--- src/shared_irq_pkg.sv ---
// shared interrupt pin controller: register map, field positions and reset values
package shared_irq_pkg;
    // bus widths
    localparam int APB_ADDR_W = 8;
    localparam int APB_DATA_W = 32;
    localparam int REG_W = 8;
    localparam int IDX_W = 6;
    // register indices; byte address on the bus is four times the index
    localparam logic [5:0] IDX_CALIB = 6'h08;
    localparam logic [5:0] IDX_WDOG = 6'h09;
    localparam logic [5:0] IDX_ALARM1_MONTH = 6'h0A;
    localparam logic [5:0] IDX_FLAGS = 6'h0F;
    localparam logic [5:0] IDX_TIMER_CTRL = 6'h11;
    // digital calibration fields
    localparam int BIT_OUT_LEVEL = 7;
    localparam int BIT_FREQ_TEST = 6;
    // watchdog fields
    localparam int BIT_OSC_FAIL_IE = 7;
    localparam int WDOG_LOAD_MSB = 6;
    // alarm 1 month fields
    localparam int BIT_ALARM1_IE = 7;
    localparam int BIT_BACKUP_IE = 5;
    // timer control fields
    localparam int BIT_TIMER_IE = 5;
    // flags register fields
    localparam int BIT_WDOG_FLAG = 7;
    localparam int BIT_ALARM1_FLAG = 6;
    localparam int BIT_TIMER_FLAG = 3;
    localparam int BIT_OSC_FAIL_FLAG = 2;
    localparam int BIT_PIN_LEVEL = 1;
    // reset values
    localparam logic [7:0] RST_CALIB = 8'h80;
    localparam logic [7:0] RST_WDOG = 8'h00;
    localparam logic [7:0] RST_ALARM1_MONTH = 8'h00;
    localparam logic [7:0] RST_TIMER_CTRL = 8'h00;
    localparam logic RST_OSC_FAIL_FLAG = 1'b1;
    localparam logic RST_EVENT_FLAG = 1'b0;
    // synchroniser lanes: {pin level, 512 hz test clock, backup mode}
    localparam logic [2:0] RST_SYNC = 3'h4;
    localparam int LANE_BACKUP = 0;
    localparam int LANE_SQ512 = 1;
    localparam int LANE_PIN = 2;
    // frequency of the test square wave fed in on clk_512
    localparam int TEST_FREQ_HZ = 512;
endpackage

--- src/shared_irq_pin.sv ---
// shared open-drain interrupt / test / level pin controller with apb registers
// Overview of operation
// RQ1: timer, osc-fail, alarm 1 and watchdog requests are ORed into one request.
// RQ2: frequency-test enable, when selected, puts the 512 Hz square wave on the pin.
// RQ3: backup mode masks timer and watchdog; alarm 1 and osc-fail stay active.
// RQ4: main supply, level bit 0, test off: pin low whatever the interrupts.
// RQ5: main supply, test on: square wave if level bit 0 or no enable.
// RQ6: main supply, level 1, some enable: pin high until an enabled source fires.
// RQ7: main supply, level 1, test off, no enables: pin high.
// RQ8: level bit is calibration bit 7, test enable bit 6, index 08h.
// RQ9: backup enable bit 5 and alarm 1 enable bit 7 at index 0Ah.
// RQ10: osc-fail enable is bit 7 of 09h, timer enable bit 5 of 11h.
// RQ11: backup mode never outputs the test wave; test enable ignored there. Shared pin only; test_reset_pin follows sq_512 if the enable is set again.
// RQ12: backup with backup enable 0: pin high regardless of everything.
// RQ13: backup, level 1, no alarm 1 or osc-fail enable: pin high.
// RQ14: backup, backup enable 1, level 0: pin low regardless of sources.
// RQ15: backup interrupts need level 1, backup enable 1 and an applicable enable.
// RQ16: pin is open drain: only pulled low or released to the pull-up.
// RQ17: host reads flags at 0Fh to find every source holding the pin.
// RQ18: extra sources while low cause no transition; low until all cleared.
// RQ19: host services every pending source before the pin can release.
// RQ20: test/reset pin: wave when test enable 1, high when 0 on main supply.
// RQ21: supply failing with test enabled clears the enable and drives reset low.
// RQ22: after reset the test enable is 0, so test/reset pin acts as reset.
// RQ23: osc-fail flag stays set until written 0; reading does not clear it.
// RQ24: clearing osc-fail enable releases pin; re-setting with flag set reasserts.
// RQ25: priority table follows the power-mode indication as soon as it changes. Here on_backup first passes the three-stage synchroniser and glitch filter.
//
// Chosen here: register access over APB and the register offsets.
`timescale 1ns/1ns
`default_nettype none
module shared_irq_pin
    import shared_irq_pkg::*;
#(
    parameter int ADDR_W = shared_irq_pkg::APB_ADDR_W
)
(
    input wire logic pclk,
    input wire logic presetn,
    input wire logic psel,
    input wire logic penable,
    input wire logic pwrite,
    input wire logic [ADDR_W-1:0] paddr,
    input wire logic [shared_irq_pkg::APB_DATA_W-1:0] pwdata,
    input wire logic [3:0] pstrb,
    output logic [shared_irq_pkg::APB_DATA_W-1:0] prdata,
    output logic pready,
    output logic pslverr,
    input wire logic timer_event,
    input wire logic alarm1_event,
    input wire logic watchdog_event,
    input wire logic osc_fail_event,
    input wire logic on_backup,
    input wire logic clk_512,
    input wire logic shared_irq_pin_in,
    output logic shared_irq_pin_out,
    output logic shared_irq_pin_oe_n,
    output logic test_reset_pin
);
    import shared_irq_pkg::*;

    logic [2:0] async_in;
    logic [2:0] sync_a;
    logic [2:0] sync_b;
    logic [2:0] sync_c;
    logic [2:0] filt;
    logic backup;
    logic backup_d;
    logic fail_edge;
    logic sq_512;
    logic pin_level;
    logic [REG_W-1:0] calib;
    logic [REG_W-1:0] wdog;
    logic [REG_W-1:0] alarm1_month;
    logic [REG_W-1:0] timer_ctrl;
    logic wdog_flag;
    logic alarm1_flag;
    logic timer_flag;
    logic osc_fail_flag;
    logic complete;
    logic wr_en;
    logic wr_calib;
    logic wr_wdog;
    logic wr_alarm1;
    logic wr_flags;
    logic wr_timer;
    logic [APB_DATA_W-1:0] read_value;
    logic out_level;
    logic freq_test_enable;
    logic alarm1_irq_enable;
    logic backup_irq_enable;
    logic osc_fail_irq_enable;
    logic timer_irq_enable;
    logic wdog_running;
    logic any_en_main;
    logic any_en_backup;
    logic irq_req;
    logic next_pin_release;
    logic next_test_reset;

    // true when the address is word aligned and selects the given register index
    function automatic logic reg_hit(input logic [ADDR_W-1:0] addr, input logic [IDX_W-1:0] idx);
        return (addr[1:0] == 2'h0) && (addr[ADDR_W-1:2] == (ADDR_W-2)'(idx));
    endfunction

    function automatic logic mapped(input logic [ADDR_W-1:0] addr);
        return reg_hit(addr, IDX_CALIB) || reg_hit(addr, IDX_WDOG) ||
            reg_hit(addr, IDX_ALARM1_MONTH) || reg_hit(addr, IDX_FLAGS) ||
            reg_hit(addr, IDX_TIMER_CTRL);
    endfunction

    // hardware set wins over a clear arriving in the same cycle
    function automatic logic sticky(input logic flag, input logic set, input logic clr);
        return set | (flag & ~clr);
    endfunction

    // power mode, test wave and pin readback come from outside the clock domain
    assign async_in = {shared_irq_pin_in, clk_512, on_backup};

    // three-stage synchroniser; the first stage feeds only the second
    always_ff @(posedge pclk or negedge presetn)
    begin
        if (!presetn)
        begin
            sync_a <= RST_SYNC;
            sync_b <= RST_SYNC;
            sync_c <= RST_SYNC;
        end
        else
        begin
            sync_a <= async_in;
            sync_b <= sync_a;
            sync_c <= sync_b;
        end
    end

    // a lane changes only once stages two and three agree, which rejects one-cycle glitches
    always_ff @(posedge pclk or negedge presetn)
    begin
        if (!presetn)
            filt <= RST_SYNC;
        else
            filt <= (sync_b & sync_c) | (filt & (sync_b ^ sync_c));
    end

    assign backup = filt[LANE_BACKUP];
    assign sq_512 = filt[LANE_SQ512];
    assign pin_level = filt[LANE_PIN];

    // previous power mode, for the supply-fail edge
    always_ff @(posedge pclk or negedge presetn)
    begin
        if (!presetn)
            backup_d <= 1'b0;
        else
            backup_d <= backup;
    end

    assign fail_edge = backup && !backup_d;

    // apb decode: a write lands only at the edge where pready is sampled high
    assign complete = psel && penable && pready;
    assign wr_en = complete && pwrite && pstrb[0];
    assign wr_calib = wr_en && reg_hit(paddr, IDX_CALIB);
    assign wr_wdog = wr_en && reg_hit(paddr, IDX_WDOG);
    assign wr_alarm1 = wr_en && reg_hit(paddr, IDX_ALARM1_MONTH);
    assign wr_flags = wr_en && reg_hit(paddr, IDX_FLAGS);
    assign wr_timer = wr_en && reg_hit(paddr, IDX_TIMER_CTRL);

    // one wait state: pready rises in the second access cycle
    always_ff @(posedge pclk or negedge presetn)
    begin
        if (!presetn)
            pready <= 1'b0;
        else
            pready <= psel && penable && !pready;
    end

    // read data and error are captured together with pready
    always_ff @(posedge pclk or negedge presetn)
    begin
        if (!presetn)
        begin
            prdata <= '0;
            pslverr <= 1'b0;
        end
        else if (psel && penable && !pready)
        begin
            prdata <= pwrite ? '0 : read_value;
            pslverr <= !mapped(paddr);
        end
        else
            pslverr <= 1'b0;
    end

    // read multiplexer; reading the flags register has no side effect
    always_comb
    begin
        read_value = '0;
        if (reg_hit(paddr, IDX_CALIB))
            read_value[REG_W-1:0] = calib;
        else if (reg_hit(paddr, IDX_WDOG))
            read_value[REG_W-1:0] = wdog;
        else if (reg_hit(paddr, IDX_ALARM1_MONTH))
            read_value[REG_W-1:0] = alarm1_month;
        else if (reg_hit(paddr, IDX_TIMER_CTRL))
            read_value[REG_W-1:0] = timer_ctrl;
        else if (reg_hit(paddr, IDX_FLAGS))
        begin
            read_value[BIT_WDOG_FLAG] = wdog_flag; // see RQ17
            read_value[BIT_ALARM1_FLAG] = alarm1_flag;
            read_value[BIT_TIMER_FLAG] = timer_flag;
            read_value[BIT_OSC_FAIL_FLAG] = osc_fail_flag; // see RQ23
            read_value[BIT_PIN_LEVEL] = pin_level;
        end
    end

    // calibration register; a supply failure clears the test enable over any write
    always_ff @(posedge pclk or negedge presetn)
    begin
        if (!presetn)
            calib <= RST_CALIB; // see RQ22
        else
        begin
            if (wr_calib)
                calib <= pwdata[REG_W-1:0]; // see RQ8
            if (fail_edge)
                calib[BIT_FREQ_TEST] <= 1'b0; // see RQ21
        end
    end

    // enable registers
    always_ff @(posedge pclk or negedge presetn)
    begin
        if (!presetn)
        begin
            wdog <= RST_WDOG;
            alarm1_month <= RST_ALARM1_MONTH;
            timer_ctrl <= RST_TIMER_CTRL;
        end
        else
        begin
            if (wr_wdog)
                wdog <= pwdata[REG_W-1:0]; // see RQ10
            if (wr_alarm1)
                alarm1_month <= pwdata[REG_W-1:0]; // see RQ9
            if (wr_timer)
                timer_ctrl <= pwdata[REG_W-1:0]; // see RQ10
        end
    end

    // sticky source flags: writing 0 clears, writing 1 leaves the flag alone
    always_ff @(posedge pclk or negedge presetn)
    begin
        if (!presetn)
        begin
            wdog_flag <= RST_EVENT_FLAG;
            alarm1_flag <= RST_EVENT_FLAG;
            timer_flag <= RST_EVENT_FLAG;
            osc_fail_flag <= RST_OSC_FAIL_FLAG;
        end
        else
        begin
            // re-arming the watchdog also services its flag
            wdog_flag <= sticky(wdog_flag, watchdog_event,
                wr_wdog || (wr_flags && !pwdata[BIT_WDOG_FLAG])); // see RQ19
            alarm1_flag <= sticky(alarm1_flag, alarm1_event,
                wr_flags && !pwdata[BIT_ALARM1_FLAG]);
            timer_flag <= sticky(timer_flag, timer_event,
                wr_flags && !pwdata[BIT_TIMER_FLAG]);
            osc_fail_flag <= sticky(osc_fail_flag, osc_fail_event,
                wr_flags && !pwdata[BIT_OSC_FAIL_FLAG]); // see RQ23
        end
    end

    // enable fields
    assign out_level = calib[BIT_OUT_LEVEL];
    assign freq_test_enable = calib[BIT_FREQ_TEST];
    assign osc_fail_irq_enable = wdog[BIT_OSC_FAIL_IE];
    assign wdog_running = |wdog[WDOG_LOAD_MSB:0];
    assign alarm1_irq_enable = alarm1_month[BIT_ALARM1_IE];
    assign backup_irq_enable = alarm1_month[BIT_BACKUP_IE];
    assign timer_irq_enable = timer_ctrl[BIT_TIMER_IE];
    assign any_en_main = alarm1_irq_enable || osc_fail_irq_enable ||
        timer_irq_enable || wdog_running;
    assign any_en_backup = alarm1_irq_enable || osc_fail_irq_enable;

    // combined request; the pin stays low until every enabled source is serviced, except timer and watchdog in backup
    assign irq_req = (alarm1_irq_enable && alarm1_flag) ||
        (osc_fail_irq_enable && osc_fail_flag) || // see RQ24
        (!backup && ((timer_irq_enable && timer_flag) || // see RQ3
        (wdog_running && wdog_flag))); // see RQ1, see RQ18

    // pin priority, chosen from the filtered power mode in the same cycle it changes
    always_comb
    begin
        next_pin_release = 1'b1;
        if (!backup) // see RQ25
        begin
            if (!out_level)
                next_pin_release = freq_test_enable ? sq_512 : 1'b0; // see RQ4, see RQ5
            else if (any_en_main)
                next_pin_release = !irq_req; // see RQ6
            else
                next_pin_release = freq_test_enable ? sq_512 : 1'b1; // see RQ2, see RQ7
        end
        else
        begin
            // the test wave never reaches the pin in backup
            if (!backup_irq_enable)
                next_pin_release = 1'b1; // see RQ12, see RQ11
            else if (!out_level)
                next_pin_release = 1'b0; // see RQ14
            else if (!any_en_backup)
                next_pin_release = 1'b1; // see RQ13
            else
                next_pin_release = !irq_req; // see RQ15
        end
    end

    // combined test/reset output: low in backup once the enable has been dropped
    assign next_test_reset = freq_test_enable ? sq_512 : !backup; // see RQ20

    // open-drain driver: data is always 0, only the enable moves
    always_ff @(posedge pclk or negedge presetn)
    begin
        if (!presetn)
        begin
            shared_irq_pin_out <= 1'b0;
            shared_irq_pin_oe_n <= 1'b1;
            test_reset_pin <= 1'b0;
        end
        else
        begin
            shared_irq_pin_out <= 1'b0; // see RQ16
            shared_irq_pin_oe_n <= next_pin_release;
            test_reset_pin <= next_test_reset; // see RQ21
        end
    end
endmodule // shared_irq_pin
`default_nettype wire

--- config.mk ---
export PLATFORM = sky130hd
export DESIGN_NAME = shared_irq_pin
export DESIGN_NICKNAME = d
export VERILOG_FILES = /design/src/shared_irq_pkg.sv /design/src/shared_irq_pin.sv
export SDC_FILE = /design/constraint.sdc
export NUM_CORES = 1
export LEC_CHECK = 0
export BUFFER_PORTS_ARGS = -buffer_cell sky130_fd_sc_hd__buf_2
export CAP_MARGIN = 20
export CORE_ASPECT_RATIO = 1.5
export CORE_UTILIZATION = 55
export DETAILED_ROUTE_END_ITERATION = 8
export GPL_TIMING_DRIVEN = 0
export PLACE_DENSITY = 0.88
export SYNTH_ARGS = -nofsm -noshare
export SYNTH_HDL_FRONTEND = slang
export SYNTH_SLANG_ARGS = --single-unit
--- constraint.sdc ---
create_clock -name pclk -period 4.55 [get_ports pclk]
set_clock_uncertainty 0.05 [all_clocks]
set_input_delay 0.455 -clock pclk [delete_from_list [all_inputs] [get_ports pclk]]
set_output_delay 0.455 -clock pclk [all_outputs]
set_load 0.1 [all_outputs]
* Word level (Yosys, flattened, before mapping)
Index checks and enable logic that the tools add are counted.
Storage, ports and cells: input port bits 56, register bits after elaboration 85, logic and storage cells 110, output and inout bits 37
Operators by class: eq/ne operators 5, bitwise logic cells 16, reductions and logical operators 48, muxes and demuxes 22
Operators with widths (count):
- $mux 8 | 4
- $logic_and 1x1->1 | 25
- $eq 6x4->1 const B | 4
- $mux 1 | 12
- $logic_or 1x1->1 | 11
- $logic_not 1->1 | 9
- $mux 7 | 1
- $reduce_or 7->1 | 1
- $and 3x3->3 | 2
- $eq 6x5->1 const B | 1
- $mux 2 | 3
- $mux 3 | 2
- $and 1x1->1 | 4
- $not 1->1 | 4
- $or 1x1->1 | 4
- $or 3x3->3 | 1
- $xor 3x3->3 | 1
- $logic_not 2->1 | 1
- $reduce_bool 2->1 | 1

* Logic depth before layout (Yosys ltp)
Gate-level depths: netlist of the first run.
depth after elaboration 10, mapped depth 6, gate-level depth less buffers 4

* Worst setup path before layout of the first run
OpenSTA, ideal clock, no wires.
path type flip-flop to flip-flop, start reg pready, end reg wdog[0], arrival time 2144 ps, cell stages (with the launch flop) 6, setup time 128 ps, required time 4372 ps, buffers on the path 1, path slack 2229 ps, period minus slack after synthesis 2321 ps, path through dfrtp_1 -> and3_1 -> nor2b_1 -> and4_1 -> buf_4 -> mux2_1
On the way: longest elaborated chain between the ends 4
Ends and longest elaborated chain:
- from (decl) | RTL line shared_irq_pin.sv:47 | output logic pready,
- from (signal assigned) | RTL line shared_irq_pin.sv:176 | pready <= psel && penable && !pready;
- $logic_and 1x1->1 | RTL line shared_irq_pin.sv:162 | assign complete = psel && penable && pready;
- $logic_and 1x1->1 (2 in series) | RTL line shared_irq_pin.sv:163 | assign wr_en = complete && pwrite && pstrb[0];
- $logic_and 1x1->1 | RTL line shared_irq_pin.sv:165 | assign wr_wdog = wr_en && reg_hit(paddr, IDX_WDOG);
- to (signal assigned) | RTL line shared_irq_pin.sv:244 | wdog <= pwdata[REG_W-1:0];
- to (decl) | RTL line shared_irq_pin.sv:73 | logic [REG_W-1:0] wdog;
No other way between the ends. A chain may end at the register's enable or synchronous reset.

* Worst setup path after layout of the first run
start reg pready, end reg calib[3]
On the way: longest elaborated chain between the ends 4
Ends and longest elaborated chain:
- $logic_and 1x1->1 | RTL line shared_irq_pin.sv:162
- $logic_and 1x1->1 (2 in series) | RTL line shared_irq_pin.sv:163
- $logic_and 1x1->1 | RTL line shared_irq_pin.sv:164 | assign wr_calib = wr_en && reg_hit(paddr, IDX_CALIB);
- to (signal assigned) | RTL line shared_irq_pin.sv:226 | calib <= pwdata[REG_W-1:0];
- to (decl) | RTL line shared_irq_pin.sv:72 | logic [REG_W-1:0] calib;
No other way between the ends.

==> key figures, run 1 <==
Global routing
  • Initial antenna violation count: 0
  • Largest net degree at the start of global routing: 38
  • Global-route usage over all layers: 26.9%
  • Overflow after GRT: 0
  • Vias in the first global route: 2,331
  • First-pass GRT wire length: 11,600 µm

Yosys
  • Cells after Synth: 258
  • Largest family of logic cells by synthesized area: compound AO/OA/AOI/OAI gates
  • Synth Area per Inst: 12.0 µm²
  • Multiplexer share of the synthesized area: 11.3%
  • Post-synthesis adder-cell area fraction: 1.22%
  • Yosys reg bits: 61
  • Synth Cell Area: 3090 µm²
  • Synth Area in Compound Gates: 17.3%
  • Top post-synthesis cells by area: dfrtp_1 44%, mux2_2 7.7%, buf_4 6.6%
  • Post-synthesis sequential area ratio: 49.8%
  • XOR/XNOR Fraction of Synth Area: 0%
  • Post-synth cell types: 48
  • Simple-Gate Fraction of Synth Area: 11.2%
  • Area leader, netlist: dfrtp_1
  • Share of the synthesized area in the top cell type: 43.8%
  • YS warnings: 0

Floorplan
  • Die width: 63.2 µm
  • Die extent in y: 93.7 µm
  • Io pins: 93
  • Die ar.: 5920 µm²
  • Core Box Area: 5450 µm²
  • Initial Utilization: 56.6%
  • Row count: 33

Route
  • Drt first pass iters: 4
  • Final WL: 7160 µm
  • Antenna Nets Post-Route: 0
  • Residual DRC count: 0
  • DR WL/cell: 17.5 µm
  • Total number of vias: 2,277
  • Vias/cell: 5.57
  • Number of DRC markers in iteration 0: 160

STA
  • Peak Freq: 508 MHz
  • Worst slew pin tran: 0.583 ns
  • Tmin final: 1.97 ns
  • TNS Setup: 0 ns
  • Hold_ws: 0.0527 ns
  • Setup WS post-layout: 2.58 ns
  • RSZ-0062 raised after global routing: no
  • Setup violations, final: 0
  • Final Cycle Share: 43.3%
  • Slew margin rel.: 61.1%
  • Final hold vios: 0
  • Final Max Slew Viols: 0

Critical path
  • Worst-path fanout max: 7
  • Crit path required time: 4.72 ns
  • Critical path endpoint category: flop
  • Crit path launch type: flop
  • Setup Crit Path Kind: reg -> reg
  • Worst path arrival time: 2.14 ns

Power
  • Worst VDD drop: 227 µV
  • Sw Ratio: 28.6%
  • Combinational share of power: 16.5%
  • Reg power frac: 42.7%
  • PwrDens: 356 nW/µm²
  • Internal power: 0.942 mW
  • Clk pwr share: 40.7%
  • Leak: 1.85 nW
  • Net Sw Power: 0.377 mW

Finish
  • Multi-input logic area: 1360 µm²
  • Area delta synth->final: 20.2%
  • Filler instances: 415
  • Proportion of layout cells with a drive suffix above 1: 38.9%
  • FF+latch area: 1540 µm²
  • Antenna cells: 0
  • Final net count: 393

Status
  • Status: finished clean

Clock tree
  • # Post-CTS Setup Buffers: 0
  • Reg clk slew, reported paths: 0.07 ns
  • Total CTS buffers: 9
  • Sinks on Clock Net: 61
  • CTS Buffer Depth: 2
  • CTS root buffer: clkbuf_8
  • H-Tree Level Count: 3
  • Cts hold-fix bufs: 0
  • TritonCTS clock tree: done
  • Post-cts sizing count: 0
  • Latest clock arrival within the worst-skew pair: 0.34 ns

Placed design
  • GP Congestion: 0.915
  • I/O Buffers: 40
  • Dpl ws: 2.38 ns
  • HPWL after detailed placement: 5070 µm

Min path
  • Hold Crit Class: in -> async

Run
  • Max Cap Viol: 0
cells in the mapped netlist, drive strengths merged:
master and number:
nor4b 1, nand4b 1, a21boi 1, o211ai 1, mux2 31, o21a 1, a32o 3, buf 35
a22oi 3, o22ai 8, and2 1, o41ai 2, a21oi 7, o21ai 1, dfrtp 54, nand4 1
nor2b 2, clkbuf 2, a31oi 3, and3 3, dfstp 7, nor4 3, a21o 5, or3 3
nand2b 14, nor3 3, nand2 10, conb 1, a32oi 5, inv 7, nand3 4, nor2 5
and4 1, o22a 13, and3b 1, o31ai 9, a2bb2oi 1, or2 1, a221o 1, ha 3
worst max-delay path, stage by stage, from the launching register on:
cell     delay (ns)
dfrtp_1        0.37
and3_1         0.17
nand3_1        0.33
nor2_2         0.53
mux2_2         0.39
per-stage QoR:
stage | cell area, µm² | power [mW] | std cells | util [%]
after floorplan | 3180 | 0.742 | 282 | -
after global placement | 3460 | 0.784 | 392 | 63.5
after detailed placement | 3480 | 0.790 | 393 | 63.9
after CTS | 3710 | 1.33 | 409 | 68.0
after global routing | 3710 | 1.36 | 409 | 68.0
final | 3710 | 1.32 | 409 | 68.0
cells in the final DEF (no fill, tap or decap), types with 5 or more instances in the layout:
master and n:
buf_2 45, dfrtp_1 54, mux2_2 21, a32oi_1 5, nand2_1 10, dfstp_2 7
mux2_1 10, clkbuf_8 11, nand2b_1 14, inv_1 7, a21o_1 5, o22ai_2 8
o22a_1 13, conb_1 25, buf_4 27, a21oi_1 7, o31ai_1 9
sequential cells by signal, indices dropped and copies added (netlist names), 3 cells and up:
name,flops
alarm1_month,8
calib,8
filt,3
prdata,8
sync_a,3
sync_b,3
sync_c,3
timer_ctrl,8
wdog,8
routing by layer:
layer,GRT usage [%],up-vias,share of wire (%)
met5,0,-,0
met4,17.8,0,2.8
met2,42.5,118,52
met1,32.0,1088,39
met3,7.40,16,7.0
li1,-,1055,-
layout make-up:
type	instances	area share, %
Sequential cell	61	41.4
Multi-Input combinational cell	177	36.7
Buffer	37	6.85
Timing Repair Buffer	41	5.94
Clock buffer	12	4.18
Tap cell	70	2.36
Clock inverter	4	1.89
Inverter	7	0.709
cells by family (layout without fill, tap and decap cells):
family,Yosys count,count (layout)
other cells,1,25
flops,61,61
compound gates,64,64
simple gates,54,54
fa+ha+maj,3,3
mux,31,31
buf+inv,44,101
final timing paths:
path                                    from              end  slack [ns]  depth (start not counted)
max                                   pready         calib[3]        2.58                          4
min                                  presetn  alarm1_month[4]        0.05                          1
max reg2reg                           pready         calib[3]        2.58                          4
min reg2reg                        sync_a[1]        sync_b[1]        0.30                          0
max in group asynchronous            presetn    osc_fail_flag        3.73                          2
min in group pclk          shared_irq_pin_in        sync_a[2]        0.16                          1
power groups by stage:
stage	clock (mW)	combinational (mW)	sequential, mW
finish	0.537	0.218	0.564
global route	0.567	0.229	0.565
CTS	0.551	0.217	0.564
detailed placement	0	0.216	0.573
global placement	0	0.211	0.573
floorplan	0	0.144	0.598
(Power assumes the default switching activity.)
==> run 2, diff against run 1 <==
CORE_UTILIZATION = 46   (was 55)
PLACE_DENSITY = 0.78   (was 0.88)
clock period = 1.7 ns   (was 4.55 ns; I/O delays follow)
==> key figures, run 2 (synthesis gave the netlist of run 1 again) <==
Status
  • Status: finished clean

Route
  • Final WL: 6900 µm
  • Drt first pass iters: 4
  • Antenna Nets Post-Route: 0
  • Residual DRC count: 0
  • DR WL/cell: 16.2 µm
  • Vias/cell: 5.41
  • Total number of vias: 2,312
  • Number of DRC markers in iteration 0: 119

Placed design
  • I/O Buffers: 40
  • GP Congestion: 0.890
  • Dpl ws: -0.157 ns
  • Inst Count DP: 399
  • HPWL after detailed placement: 5010 µm

Global routing
  • Met3 GRT Util: 7.03%
  • Met1 Usage GRT: 25.6%
  • Largest net degree at the start of global routing: 43
  • GR Layer Usage met2: 35.1%
  • Overflow after GRT: 0
  • Global-route usage over all layers: 22.2%
  • Top Usage Layer GRT: met2
  • Initial antenna violation count: 0
  • First-pass GRT wire length: 11,000 µm
  • Vias in the first global route: 2,280

Floorplan
  • Die ar.: 7050 µm²
  • Initial Utilization: 47.6%
  • Die extent in y: 102 µm
  • Core Box Area: 6490 µm²
  • Io pins: 93
  • Row count: 36
  • Die width: 68.9 µm

Power
  • Worst VDD drop: 626 µV
  • Leak: 1.87 nW
  • PwrDens: 845 nW/µm²

Critical path
  • Setup Crit Path Kind: reg -> reg
  • Reg-to-Reg Start: pready
  • Worst R2R Setup Slack: 0.02 ns
  • Critical path's slowest cell: dfrtp_4
  • Critical path endpoint category: flop
  • Crit path required time: 1.87 ns
  • Crit path launch type: flop
  • Worst path buffer plus inverter count: 1
  • Reg2Reg Depth: 5
  • Cell Chain, Critical Path: and3_4 -> nor2b_4 -> and4_1 -> buf_6 -> mux2_1
  • Reg2reg end: wdog[6]
  • Worst path arrival time: 1.85 ns
  • CP top delay family: simple AND/OR/NAND/NOR gates
  • Peak per-stage delay on the critical path: 0.42 ns
  • CP Capture Point: wdog[6]
  • Critical path depth: 5
  • Worst-path fanout max: 9
  • Crit path from: pready

STA
  • Slew margin rel.: 63.7%
  • Final Max Slew Viols: 0
  • RSZ-0062 raised after global routing: yes
  • Final hold vios: 0
  • Final Cycle Share: 98.9%
  • Setup WS post-layout: 0.0195 ns
  • Worst slew pin tran: 0.541 ns
  • Tmin final: 1.68 ns
  • Setup violations, final: 0
  • Peak Freq: 595 MHz

Finish
  • Area delta synth->final: 23.6%
  • Final net count: 405
  • Filler instances: 554
  • Non-filler cells in the finished layout: 427
  • Proportion of layout cells with a drive suffix above 1: 39.3%
  • Commonest non-fill, non-tap cells in the layout: 53 x dfrtp_1, 45 x buf_2, 30 x buf_4, 25 x conb_1, 21 x mux2_2
  • Leading cell type in the layout, fill and taps excluded: dfrtp_1
  • Antenna cells: 0

Run
  • Max Cap Viol: 0

Clock tree
  • Reg clk slew, reported paths: 0.06 ns
  • Latest clock arrival within the worst-skew pair: 0.34 ns
  • Sinks on Clock Net: 61
  • TritonCTS clock tree: done
  • CTS Buffer Depth: 2
  • Total CTS buffers: 9
  • H-Tree Level Count: 3
  • CTS root buffer: clkbuf_8

Min path
  • Hold Crit Class: in -> reg
[run 2: worst min path at each step]
stage                            from         endpoint  slack, ns  cells past startpoint
global placement    shared_irq_pin_in        sync_a[2]       0.23                      1
global route                pwdata[1]  alarm1_month[1]       0.05                      2
floorplan                     presetn      alarm1_flag      -0.18                      0
finish                      pwdata[1]  alarm1_month[1]       0.04                      2
detailed placement            presetn        sync_a[1]        0.1                      1
CTS                         pwdata[1]  alarm1_month[1]       0.03                      2
[run 2: area by class of cell]
cell class              instances  area (µm²)  area share [%]
clock buffers                  15         166            4.36
well taps                      76        95.1            2.49
repair buffers                 53         330            8.66
inverters                       7        26.3           0.689
flip-flops and latches         61        1540            40.4
clock inverters                 1        5.00           0.131
plain buffers                  37         258            6.76
multi-input cells             177        1390            36.5
[run 2: metrics by stage]
stage	hold WS [ns]	setup TNS, ns	util [%]	instance area [µm²]	total power [mW]
5_1_grt	0.0481	-0.0944	58.8	3810	3.35
4_1_cts	0.0268	0	58.6	3800	3.26
3_3_place_gp	0.227	-2.72	54.0	3500	2.10
2_1_floorplan	-0.176	-1.52	-	3210	1.99
6_report	0.0426	0	58.8	3810	3.22
3_5_place_dp	0.0950	-3.83	54.3	3520	2.12
[run 2: per-layer routing]
| layer | wire [µm] | up-vias |
|---|---|---|
| li1 | - | 1085 |
| met1 | 2690 | 1105 |
| met2 | 3420 | 96 |
| met3 | 462 | 26 |
| met4 | 327 | 0 |
| met5 | 0 | - |
[run 2: power by group]
group,switching [mW],internal (mW)
clock network,0.505,0.608
registers,0.0179,1.49
logic,0.456,0.143
total,0.978,2.24
[run 2: timing repair]
| action | 4_1_cts | 5_1_grt |
|---|---|---|
| gates resized for setup | 0 | 2 |
| hold endpoints to repair | 25 | 0 |
| pin swaps | 2 | 0 |
| setup buffers | 4 | 0 |
| hold buffers | 8 | 0 |
| cloned | 0 | 0 |
| endpoints found under the setup margin | 14 | 15 |
==> run 3, diff against run 2 <==
CELL_PAD_IN_SITES_DETAIL_PLACEMENT = 1   (was default)
CELL_PAD_IN_SITES_GLOBAL_PLACEMENT = 1   (was default)
CORE_UTILIZATION = 36   (was 46)
PLACE_DENSITY = 0.79   (was 0.78)
==> key figures, run 3 (synthesis gave the netlist of run 1 again) <==
Floorplan
  • Die width: 77.6 µm
  • Initial Utilization: 36.9%
  • Die extent in y: 115 µm
  • Die ar.: 8950 µm²
  • Core Box Area: 8360 µm²
  • Row count: 41
  • Io pins: 93

Global routing
  • Met3 GRT Util: 3.57%
  • Vias in the first global route: 2,461
  • Met1 Usage GRT: 21.9%
  • Largest net degree at the start of global routing: 42
  • Top Usage Layer GRT: met2
  • Global-route usage over all layers: 19.4%
  • First-pass GRT wire length: 12,900 µm
  • Overflow after GRT: 0
  • GR Layer Usage met2: 33.7%
  • Initial antenna violation count: 0

Clock tree
  • Latest clock arrival within the worst-skew pair: 0.33 ns
  • Total CTS buffers: 9
  • CTS Buffer Depth: 2
  • Sinks on Clock Net: 61
  • H-Tree Level Count: 3
  • Reg clk slew, reported paths: 0.05 ns
  • CTS root buffer: clkbuf_16
  • TritonCTS clock tree: done

Critical path
  • Cell Chain, Critical Path: and3_4 -> nor2b_4 -> and4_4 -> buf_4 -> mux2_1
  • Crit path launch type: flop
  • Worst R2R Setup Slack: 0.05 ns
  • Critical path endpoint category: flop
  • Worst path arrival time: 1.81 ns
  • Crit path from: pready
  • Worst-path fanout max: 4
  • Critical path's slowest cell: dfrtp_4
  • Reg2Reg Depth: 5
  • Setup Crit Path Kind: reg -> reg
  • Reg-to-Reg Start: pready
  • Crit path required time: 1.86 ns
  • Peak per-stage delay on the critical path: 0.41 ns
  • Reg2reg end: wdog[6]
  • CP Capture Point: wdog[6]

Power
  • PwrDens: 944 nW/µm²
  • Worst VDD drop: 441 µV
  • Total Power: 3.76 mW
  • Leak: 1.94 nW

Finish
  • Filler instances: 932
  • Finished Cell Area: 3990 µm²
  • Multi-input logic area: 1400 µm²
  • Commonest non-fill, non-tap cells in the layout: 53 x dfrtp_1, 45 x buf_2, 31 x buf_4, 25 x conb_1, 21 x mux2_2
  • Final net count: 407
  • Area delta synth->final: 29.2%
  • FF+latch area: 1540 µm²
  • Leading cell type in the layout, fill and taps excluded: dfrtp_1
  • Antenna cells: 0
  • Proportion of layout cells with a drive suffix above 1: 40.2%

STA
  • Final Cycle Share: 97.2%
  • Setup violations, final: 0
  • RSZ-0062 raised after global routing: no
  • Worst slew pin tran: 0.617 ns
  • Tmin final: 1.65 ns
  • Hold_ws: 0.0542 ns
  • Slew margin rel.: 58.7%
  • Final hold vios: 0
  • Setup WS post-layout: 0.0477 ns
  • Peak Freq: 605 MHz
  • Final Max Slew Viols: 0

Route
  • Number of DRC markers in iteration 0: 152
  • DR WL/cell: 17.6 µm
  • Vias/cell: 5.17
  • Residual DRC count: 0
  • Final WL: 8110 µm
  • Antenna Nets Post-Route: 0
  • Total number of vias: 2,376
  • Drt first pass iters: 7

Placed design
  • Placed cell areas: 3560 µm²
  • Dpl ws: -0.197 ns
  • GP Congestion: 0.802
  • HPWL after detailed placement: 5700 µm
  • I/O Buffers: 40

Status
  • Status: finished clean

Min path
  • Hold Crit Class: in -> reg

Run
  • Max Cap Viol: 0
==> run 3: cell type report <==
class	count	share of cell area [%]
sequential	61	38.6
multi-input combinational	177	35.1
timing repair buffer	55	8.98
clock buffer	14	6.62
buffer	37	6.47
tap	107	3.36
inverter	7	0.659
clock inverter	2	0.251
==> run 3: worst min-delay path by stage <==
stage                    from  cells after the start  slack, ns               to
finish              pwdata[1]                      2       0.05  alarm1_month[1]
global route        pwdata[1]                      2       0.06  alarm1_month[1]
CTS                 pwdata[1]                      2       0.05  alarm1_month[1]
detailed placement    presetn                      1       0.12        sync_a[1]
global placement    on_backup                      1       0.23        sync_a[0]
floorplan             presetn                      0      -0.18      alarm1_flag
==> run 3: worst max-delay path, delay by kind of cell (launching register included) <==
| kind | cells | cell delay, ns |
|---|---|---|
| AND/OR/NAND/NOR | 3 | 0.61 |
| flip-flops | 1 | 0.41 |
| multiplexers | 1 | 0.32 |
| buffers and inverters | 1 | 0.15 |
==> run 3: metrics by stage <==
step	setup TNS, ns	utilization, %	cells
2_1_floorplan	-1.52	-	282
3_3_place_gp	-3.33	42.3	429
3_5_place_dp	-5.56	42.6	430
4_1_cts	-0.0241	47.3	458
5_1_grt	0	47.7	460
6_report	0	47.7	460
==> run 3: repair_timing <==
item,4_1_cts,5_1_grt
gates cloned,0,1
pin swaps,2,0
gates resized for setup,0,4
endpoints found under the setup margin,18,25
hold buffers,8,0
buffers inserted,4,1
hold endpoints to repair,26,0
==> run 3: per-layer routing <==
metal | share of wire, % | up-vias
li1 | - | 1093
met2 | 52 | 95
met3 | 4.6 | 17
met1 | 39 | 1171
met4 | 3.5 | 0
met5 | 0 | -
==> run 3: power breakdown <==
part	switching (mW)	leakage (nW)	internal, mW
logic	0.464	1.01	0.143
registers	0.0189	0.787	1.50
clock network	0.586	0.137	1.06
total	1.07	1.94	2.70
